--- src/design/bsc_pkg.sv ---
// bsc_pkg: constants and carriers for the serial port stop-collision and baud counter block
// assumes a 32-bit avalon-mm master with byte addresses and one 50 mhz system clock
package bsc_pkg;
	localparam int BSC_AW = 5;
	localparam logic [BSC_AW-1:0] BSC_OFF_RELOAD = 5'h00;
	localparam logic [BSC_AW-1:0] BSC_OFF_BUF = 5'h04;
	localparam logic [BSC_AW-1:0] BSC_OFF_CTRL = 5'h08;
	localparam logic [BSC_AW-1:0] BSC_OFF_STAT = 5'h0C;
	localparam logic [BSC_AW-1:0] BSC_OFF_IRQ_STAT = 5'h10;
	localparam logic [BSC_AW-1:0] BSC_OFF_IRQ_CLR = 5'h14;
	localparam logic [BSC_AW-1:0] BSC_OFF_IRQ_EN = 5'h18;
	// control register fields
	localparam int BSC_CTRL_EN = 0;
	localparam int BSC_CTRL_I2C = 1;
	localparam int BSC_CTRL_STOP = 2;
	// status register fields
	localparam int BSC_STAT_BUSY = 0;
	localparam int BSC_STAT_STOP_SEEN = 1;
	localparam int BSC_STAT_ACK = 2;
	localparam int BSC_STAT_WCOL = 3;
	// interrupt fields
	localparam int BSC_IRQ_DONE = 0;
	localparam int BSC_IRQ_COLL = 1;
	localparam int BSC_IRQ_W = 2;
	localparam logic [7:0] BSC_RELOAD_RST = 8'h09;
	localparam logic [2:0] BSC_CTRL_RST = 3'h0;
	localparam logic [3:0] BSC_I2C_BITS = 4'h9;
	localparam logic [3:0] BSC_SPI_BITS = 4'h8;

	typedef enum {
		BSC_IDLE, BSC_BIT_LOW, BSC_BIT_HIGH, BSC_SPI_LOW, BSC_SPI_HIGH,
		BSC_STOP_SDA, BSC_STOP_SCL, BSC_STOP_CNT, BSC_STOP_REL
	} bsc_state_e;

	typedef struct packed {
		logic read;
		logic write;
		logic [BSC_AW-1:0] address;
		logic [3:0] byteenable;
		logic [31:0] writedata;
	} bsc_av_req_s;

	typedef struct packed {
		logic sda;
		logic scl;
		logic miso;
	} bsc_pin_in_s;

	typedef struct packed {
		logic sda_out;
		logic sda_oe_n;
		logic scl_out;
		logic scl_oe_n;
		logic sck;
		logic mosi;
	} bsc_pin_out_s;
endpackage : bsc_pkg

--- src/design/bsc_top.sv ---
// bsc_top: serial port master with shared baud counter and stop-condition collision check
// assumes open-drain sda/scl resolved outside, pins asynchronous to clk_sys
// Summary of operation
// A stop request first drives sda low while scl is still held low after the ninth clock.
// The stop starts with sda low and scl is released at counter expiry once sda is sampled low.
// During a stop the baud counter is loaded as sda is driven low and, after scl is released, only once scl is sampled high.
// After sda is released in a stop, sda sampled low at counter expiry is a collision.
// After scl is sampled high in a stop, scl sampled low before sda goes high is a collision.
// A collision sets the collision flag and returns the port logic to idle.
// A collision aborting a stop releases sda and scl and clears the stop request.
// One baud counter times the serial clock in both i2c and spi master modes.
// The counter reloads from the software-writable reload register.
// A write to the shift buffer starts the counter.
// The counter stops when the operation ends and the clock pin keeps its level.
// The counter reloads twice per serial clock period.
// The reload conditions depend on the selected mode.
// Software must not use reload values 0x00 to 0x02 for i2c clocking.
`timescale 1ns/1ps
module bsc_top (
	input wire logic clk_sys,
	input wire logic rst_n,
	input wire logic clk_en,
	input wire bsc_pkg::bsc_av_req_s av_req,
	output logic [31:0] av_readdata,
	output logic av_waitrequest,
	input wire bsc_pkg::bsc_pin_in_s pin_in,
	output bsc_pkg::bsc_pin_out_s pin_out,
	output logic irq
);
	import bsc_pkg::*;

	bsc_state_e state;
	bsc_state_e next_state;
	logic [2:0] sync1;
	logic [2:0] sync2;
	logic [7:0] baud_reload_value;
	logic [7:0] shift_buffer;
	logic [2:0] ctrl;
	logic [3:0] bit_idx;
	logic [7:0] baud_counter;
	logic sda_drv;
	logic scl_drv;
	logic sck_q;
	logic stop_seen;
	logic ack_rx;
	logic wcol;
	logic [BSC_IRQ_W-1:0] irq_stat;
	logic [BSC_IRQ_W-1:0] irq_en;
	logic resp;
	logic [7:0] rd_mux;

	// synchronised pins: only sync2 is read by logic
	wire sda_s = sync2[2];
	wire scl_s = sync2[1];
	wire miso_s = sync2[0];

	// bus decode
	wire req = av_req.read | av_req.write;
	wire acc = req & resp;
	wire wr_lo = acc & av_req.write & av_req.byteenable[0];
	wire wr_reload = wr_lo & (av_req.address == BSC_OFF_RELOAD);
	wire wr_buf = wr_lo & (av_req.address == BSC_OFF_BUF);
	wire wr_ctrl = wr_lo & (av_req.address == BSC_OFF_CTRL);
	wire wr_clr = wr_lo & (av_req.address == BSC_OFF_IRQ_CLR);
	wire wr_en = wr_lo & (av_req.address == BSC_OFF_IRQ_EN);
	assign av_waitrequest = req & ~resp;

	wire enabled = ctrl[BSC_CTRL_EN];
	wire mode_i2c = ctrl[BSC_CTRL_I2C];
	wire idle = (state == BSC_IDLE);
	// a buffer write only starts a transfer from idle; otherwise it is a write collision
	wire start_ok = wr_buf & idle & enabled & ~ctrl[BSC_CTRL_STOP];
	wire wcol_set = wr_buf & ~start_ok;

	// baud counter expiry
	wire tick = (baud_counter == 8'h00);

	// state machine outputs
	logic load;
	logic coll;
	logic done;
	logic stop_done;
	logic next_sda_drv;
	logic next_scl_drv;
	logic next_sck;
	logic [3:0] next_bit_idx;
	logic [7:0] next_shift;
	logic next_ack;

	always_comb begin
		next_state = state;
		load = 1'b0;
		coll = 1'b0;
		done = 1'b0;
		stop_done = 1'b0;
		next_sda_drv = sda_drv;
		next_scl_drv = scl_drv;
		next_sck = sck_q;
		next_bit_idx = bit_idx;
		next_shift = shift_buffer;
		next_ack = ack_rx;
		case (state)
			BSC_IDLE: begin
				if (start_ok) begin
					load = 1'b1;
					next_bit_idx = 4'h0;
					next_shift = av_req.writedata[7:0];
					next_state = mode_i2c ? BSC_BIT_LOW : BSC_SPI_LOW;
					if (mode_i2c) begin
						next_scl_drv = 1'b1;
						next_sda_drv = ~av_req.writedata[7];
					end else begin
						next_sda_drv = 1'b0;
					end
				end else if (enabled & mode_i2c & ctrl[BSC_CTRL_STOP]) begin
					next_sda_drv = 1'b1;
					next_scl_drv = 1'b1;
					load = 1'b1;
					next_state = BSC_STOP_SDA;
				end
			end
			BSC_BIT_LOW: begin
				if (tick) begin
					next_scl_drv = 1'b0;
					load = 1'b1;
					next_state = BSC_BIT_HIGH;
				end
			end
			BSC_BIT_HIGH: begin
				// hold_cnt keeps the count until scl reads high, so a stretching slave is honoured
				if (tick & scl_s) begin
					next_scl_drv = 1'b1;
					load = 1'b1;
					if (bit_idx == BSC_I2C_BITS - 4'h1) begin
						next_ack = ~sda_s;
						next_sda_drv = 1'b0;
						done = 1'b1;
						next_state = BSC_IDLE;
					end else begin
						next_shift = {shift_buffer[6:0], sda_s};
						next_bit_idx = bit_idx + 4'h1;
						next_sda_drv = (bit_idx == BSC_I2C_BITS - 4'h2) ? 1'b0 : ~shift_buffer[6];
						next_state = BSC_BIT_LOW;
					end
				end
			end
			BSC_SPI_LOW: begin
				if (tick) begin
					next_sck = 1'b1;
					next_shift = {shift_buffer[6:0], miso_s};
					load = 1'b1;
					next_state = BSC_SPI_HIGH;
				end
			end
			BSC_SPI_HIGH: begin
				if (tick) begin
					next_sck = 1'b0;
					next_bit_idx = bit_idx + 4'h1;
					if (bit_idx == BSC_SPI_BITS - 4'h1) begin
						done = 1'b1;
						next_state = BSC_IDLE;
					end else begin
						load = 1'b1;
						next_state = BSC_SPI_LOW;
					end
				end
			end
			BSC_STOP_SDA: begin
				if (tick & ~sda_s) begin
					next_scl_drv = 1'b0;
					next_state = BSC_STOP_SCL;
				end
			end
			BSC_STOP_SCL: begin
				if (scl_s) begin
					load = 1'b1;
					next_state = BSC_STOP_CNT;
				end
			end
			BSC_STOP_CNT: begin
				if (~scl_s) begin
					coll = 1'b1;
				end else if (tick) begin
					next_sda_drv = 1'b0;
					load = 1'b1;
					next_state = BSC_STOP_REL;
				end
			end
			BSC_STOP_REL: begin
				if (~scl_s & ~sda_s) begin
					coll = 1'b1;
				end else if (tick) begin
					if (~sda_s) begin
						coll = 1'b1;
					end else begin
						stop_done = 1'b1;
						done = 1'b1;
						next_state = BSC_IDLE;
					end
				end
			end
			default: begin
				next_state = BSC_IDLE;
			end
		endcase
		if (coll | ~enabled) begin
			next_sda_drv = 1'b0;
			next_scl_drv = 1'b0;
			next_state = BSC_IDLE;
			load = 1'b0;
		end
	end

	// in i2c mode the low phase reloads freely, the high phase only once scl reads high
	wire hold_cnt = (state == BSC_BIT_HIGH) & ~scl_s;

	always_ff @(posedge clk_sys or negedge rst_n) begin
		if (!rst_n) begin
			sync1 <= 3'h7;
			sync2 <= 3'h7;
		end else if (clk_en) begin
			sync1 <= {pin_in.sda, pin_in.scl, pin_in.miso};
			sync2 <= sync1;
		end
	end

	always_ff @(posedge clk_sys or negedge rst_n) begin
		if (!rst_n) begin
			baud_counter <= 8'h00;
		end else if (clk_en) begin
			if (load) begin
				baud_counter <= baud_reload_value;
			end else if (!tick && !idle && !hold_cnt) begin
				baud_counter <= baud_counter - 8'h01;
			end
		end
	end

	always_ff @(posedge clk_sys or negedge rst_n) begin
		if (!rst_n) begin
			state <= BSC_IDLE;
			sda_drv <= 1'b0;
			scl_drv <= 1'b0;
			sck_q <= 1'b0;
			bit_idx <= 4'h0;
			shift_buffer <= 8'h00;
			ack_rx <= 1'b0;
		end else if (clk_en) begin
			state <= next_state;
			sda_drv <= next_sda_drv;
			scl_drv <= next_scl_drv;
			sck_q <= next_sck;
			bit_idx <= next_bit_idx;
			shift_buffer <= next_shift;
			ack_rx <= next_ack;
		end
	end

	// registers; hardware sets win over software clears
	always_ff @(posedge clk_sys or negedge rst_n) begin
		if (!rst_n) begin
			baud_reload_value <= BSC_RELOAD_RST;
			ctrl <= BSC_CTRL_RST;
			stop_seen <= 1'b0;
			wcol <= 1'b0;
			irq_stat <= '0;
			irq_en <= '0;
		end else if (clk_en) begin
			if (wr_reload) begin
				baud_reload_value <= av_req.writedata[7:0];
			end
			if (wr_ctrl) begin
				ctrl <= av_req.writedata[2:0];
			end
			if (stop_done | coll) begin
				ctrl[BSC_CTRL_STOP] <= 1'b0;
			end
			if (start_ok | wr_ctrl) begin
				stop_seen <= 1'b0;
			end
			if (stop_done) begin
				stop_seen <= 1'b1;
			end
			if (wr_ctrl) begin
				wcol <= 1'b0;
			end
			if (wcol_set) begin
				wcol <= 1'b1;
			end
			if (wr_en) begin
				irq_en <= av_req.writedata[BSC_IRQ_W-1:0];
			end
			irq_stat <= (irq_stat & ~(wr_clr ? av_req.writedata[BSC_IRQ_W-1:0] : '0))
				| {coll, done};
		end
	end

	always_comb begin
		case (av_req.address)
			BSC_OFF_RELOAD: rd_mux = baud_reload_value;
			BSC_OFF_BUF: rd_mux = shift_buffer;
			BSC_OFF_CTRL: rd_mux = {5'h00, ctrl};
			BSC_OFF_STAT: rd_mux = {4'h0, wcol, ack_rx, stop_seen, ~idle};
			BSC_OFF_IRQ_STAT: rd_mux = {6'h00, irq_stat};
			BSC_OFF_IRQ_EN: rd_mux = {6'h00, irq_en};
			default: rd_mux = 8'h00;
		endcase
	end

	// fixed one wait state: answer registered in the first request cycle
	always_ff @(posedge clk_sys or negedge rst_n) begin
		if (!rst_n) begin
			resp <= 1'b0;
			av_readdata <= 32'h0000_0000;
		end else if (clk_en) begin
			resp <= req & ~resp;
			if (req & ~resp) begin
				av_readdata <= {24'h00_0000, rd_mux};
			end
		end
	end

	assign irq = |(irq_stat & irq_en);
	assign pin_out.sda_out = 1'b0;
	assign pin_out.sda_oe_n = ~sda_drv;
	assign pin_out.scl_out = 1'b0;
	assign pin_out.scl_oe_n = ~scl_drv;
	assign pin_out.sck = sck_q;
	assign pin_out.mosi = shift_buffer[7];
endmodule : bsc_top

--- config.mk ---
export PLATFORM = sky130hd
export DESIGN_NAME = bsc_top
export DESIGN_NICKNAME = d
export VERILOG_FILES = /design/src/design/bsc_pkg.sv /design/src/design/bsc_top.sv
export SDC_FILE = /design/constraint.sdc
export NUM_CORES = 1
export LEC_CHECK = 0
export BUFFER_PORTS_ARGS = -buffer_cell sky130_fd_sc_hd__buf_2
export CORE_ASPECT_RATIO = 1.2
export CORE_UTILIZATION = 54
export DETAILED_ROUTE_END_ITERATION = 16
export MAX_ROUTING_LAYER = met4
export PLACE_DENSITY_LB_ADDON = 0.1
export SLEW_MARGIN = 30
export SYNTH_ARGS = -nofsm -noshare
export SYNTH_HDL_FRONTEND = slang
export SYNTH_SLANG_ARGS = --single-unit
export TNS_END_PERCENT = 100
--- constraint.sdc ---
create_clock -name clk_sys -period 3.2 [get_ports clk_sys]
set_input_delay 0.64 -clock clk_sys [delete_from_list [all_inputs] [get_ports clk_sys]]
set_output_delay 0.64 -clock clk_sys [all_outputs]
set_load 0.01 [all_outputs]
==> summary.txt <==
Outcome
  • Status: finished clean

Cells and area
  • N_diodes: 0
  • Layout cells sized above 1: 22.8%
  • Final core occ: 62.5%
  • Cell Count, Final, Fillers Out: 547
  • Post-route cell area: 0.00426 sq mm
  • Final #Nets: 507
  • Fill cell count: 599
  • Area delta synth->final: 11.8%

Synthesis
  • Synth Area in Adders: 0.986%
  • Simple-gate share of the synthesized area: 19.5%
  • Combinational family with the most area after synthesis: compound AO/OA/AOI/OAI gates
  • Synth Area in XOR/XNOR: 0.460%
  • Number of flops mapped to enable cells by yosys: 0
  • Fraction of synthesized area in multiplexers: 8.51%
  • Yosys warns: 0
  • Synthesized cell area: 0.00381 sq mm
  • Synth cell types: 67
  • Compound-Gate Fraction of Synth Area: 20.9%
  • Mean post-synth cell area: 9.13 sq um
  • Synth area leader: dfrtp_1
  • Synth top area cells: dfrtp_1 (34%), buf_4 (5.7%), dfstp_2 (5.5%)
  • Register bit total from synthesis: 60
  • Register area share after synthesis: 39.7%
  • Most used DFF post-synth: dfrtp_1
  • Gate Count Post-Synth: 417
  • Post-synth ARST share: 100%
  • Yosys top cell area share: 34.2%

Die
  • Die Width: 78.6 um
  • Site Rows: 33
  • Die height: 94.0 um
  • Initial core utilization: 55.9%
  • Io pins: 89
  • Core area: 0.00681 sq mm
  • Die ar.: 0.00739 sq mm

Timing
  • Worst Tran Pin Value: 0.683 ns
  • Slew Viols, Final: 0
  • Layout Skew: 0.00770 ns
  • RSZ-0062 raised after global routing: false
  • Setup-failing EPs final: 0
  • Max Clock Freq: 0.347 GHz
  • Tcrit/Tclk final: 90.1%
  • Hold slack final: 0.328 ns
  • Tmin final: 2.88 ns
  • Fin worst setup slack: 0.317 ns
  • Slew headroom: 54.5%
  • Hold Fails Final Rpt: 0
  • TNS Setup: 0 ns

Clock network
  • CTS Buffer Depth: 2
  • CTS Sinks: 60
  • Root Buffer: clkbuf_8
  • CTS tree: yes
  • Post-cts resize count: 0
  • Hold buffers post-CTS: 0
  • Setup Fix Bufs, Post-CTS: 0
  • Clock Latency Late Sink: 0.35 ns
  • H-tree Lvls: 3
  • CTS buffer count: 9
  • Clock Pin Slew Worst Setup and Hold Paths: 0.07 ns

Worst setup path
  • CP max-delay cell: or4b_1
  • RR Endpoint: state[2]$_DFFE_PN0P_
  • Worst R2R Path Depth: 8
  • Crit path DAT: 3.13 ns
  • Worst Path Required: 3.45 ns
  • Flop2flop setup slack: 0.32 ns
  • Crit-path cells: inv_1, ha_1, or4b_1, or3_4, o221a_4, o32ai_4, a211oi_2, o32ai_2
  • CP max stage delay: 0.60 ns
  • Crit-path max FO: 8
  • Worst flop-to-flop path startpoint: baud_counter[0]$_DFFE_PN0P_
  • Worst Setup Start Kind: register
  • Crit Path Class: reg2reg
  • Crit end category: register

Placed design
  • Dpl hpwl: 7160 um
  • Placed Area: 0.00401 sq mm
  • GPL Wtd Cong: 0.967
  • Pre-CTS setup slack: 0.287 ns
  • IO buf count: 35
  • Post-Place Cells: 531

Power and ir drop
  • Pwr/cell area: 521 mW/mm^2
  • Total chip power: 2.22 mW
  • LEAKAGE: 1.83 nW
  • Maximum vdd drop: 0.000306 V

Global routing
  • GRT Residual Overflow: 0
  • Vias in the first global route: 3169
  • First-pass GRT wire length: 15500 um
  • Largest net degree at the start of global routing: 31
  • Global Route Usage Sum: 28.6%
  • Initial antenna violation count: 0

Routing
  • DRC Markers: 0
  • Vias: 3233
  • Wirelength per Cell: 17.2 um
  • Antenna Violating Nets Remaining: 0
  • Detailed Routing Iterations Pass 1: 4
  • Via-per-instance ratio: 5.91
  • Routed wire length: 9410 um
  • DRT iter0 DRCs: 346

Job
  • Max-cap viol count: 0

Worst hold path
  • Worst hold path type: in2async
[layout by cell type, fill, tap and decap left out, types with 7 or more instances in the layout]
master    instances
conb_1           26
nand3_1          13
a22oi_1           7
nor2_1           36
buf_4            17
dfstp_2           8
inv_1            19
clkbuf_8          9
a21oi_1          19
nor3_1           10
dfrtp_1          52
mux2i_1          11
buf_2            35
a221oi_1          7
o21ai_0          36
mux2_2           15
nand2_1          37
[worst max path at each step]
stage / start / end / slack [ns] / cells after the start
floorplan: av_req[40] / state[1]$_DFFE_PN0P_ / 0.50 / 7
global placement: av_req[37] / state[1]$_DFFE_PN0P_ / 0.31 / 6
detailed placement: av_req[37] / state[2]$_DFFE_PN0P_ / 0.29 / 7
CTS: baud_counter[0]$_DFFE_PN0P_ / state[2]$_DFFE_PN0P_ / 0.32 / 8
global route: baud_counter[0]$_DFFE_PN0P_ / state[2]$_DFFE_PN0P_ / 0.22 / 8
finish: baud_counter[0]$_DFFE_PN0P_ / state[2]$_DFFE_PN0P_ / 0.32 / 8
[synth_stat cells (3+ instances only)]
cell,instances
dfrtp_1,52
nand2_1,37
nor2_1,36
o21ai_0,36
buf_4,29
a21oi_1,19
inv_1,19
mux2_2,15
nand3_1,13
clkbuf_1,12
mux2i_1,11
nor3_1,10
dfstp_2,8
a221oi_1,7
a22oi_1,7
nand2b_1,6
nor2b_1,6
o31ai_1,6
a211oi_1,5
buf_1,5
nor4b_1,5
buf_2,4
nor3b_1,4
or3_1,4
a22o_1,3
and2_1,3
ha_1,3
o221ai_1,3
or4b_1,3
[power breakdown]
part           internal [mW]  switching, mW  leakage, nW
Sequential             0.874          0.122        0.758
Clock                  0.521          0.319        0.116
Combinational          0.164          0.218        0.958
Total                   1.56          0.659         1.83
[routing by layer]
layer | up-vias | wire (um) | track usage (%)
li1 | 1549 | - | -
met1 | 1571 | 4110 | 34.6
met2 | 93 | 4790 | 47.5
met3 | 20 | 330 | 4.85
met4 | 0 | 181 | 11.6
met5 | - | 0 | -
[registers in the layout, summed over array words and instances (netlist names)]
register	flops
baud_counter	8
bit_idx	4
irq_stat	2
sync1	3
irq_en	2
sda_drv	1
shift_buffer	8
sck_q	1
av_readdata	8
ack_rx	1
baud_reload_value	8
sync2	3
stop_seen	1
ctrl	3
wcol	1
state	4
resp	1
scl_drv	1
[area by class of cell]
type	instances	area [sq um]	area share, %
inverters	19	71.3	1.68
well taps	87	109	2.56
clock inverters	7	123	2.88
multi-input cells	313	2020	47.4
clock buffers	9	124	2.91
flip-flops and latches	60	1510	35.5
repair buffers	52	303	7.11
[critical path: cells and delay by family (launching register included)]
kind,cells,cell delay [ns]
adder cells (fa/ha/maj),1,0.24
AND/OR/NAND/NOR,2,1.07
flip-flops,1,0.41
AO/OA/AOI/OAI,4,0.96
buffers and inverters,1,0.10
[cells by family (layout without fill, tap and decap cells)]
kind of cell    count (synthesis)  in the layout
simple gates                  142            142
compound gates                112            112
buf+inv                        69             87
flops                          60             60
mux                            28             28
fa+ha+maj                       3              3
xor+xnor                        2              2
other cells                     1             26
(Power assumes the default switching activity.)
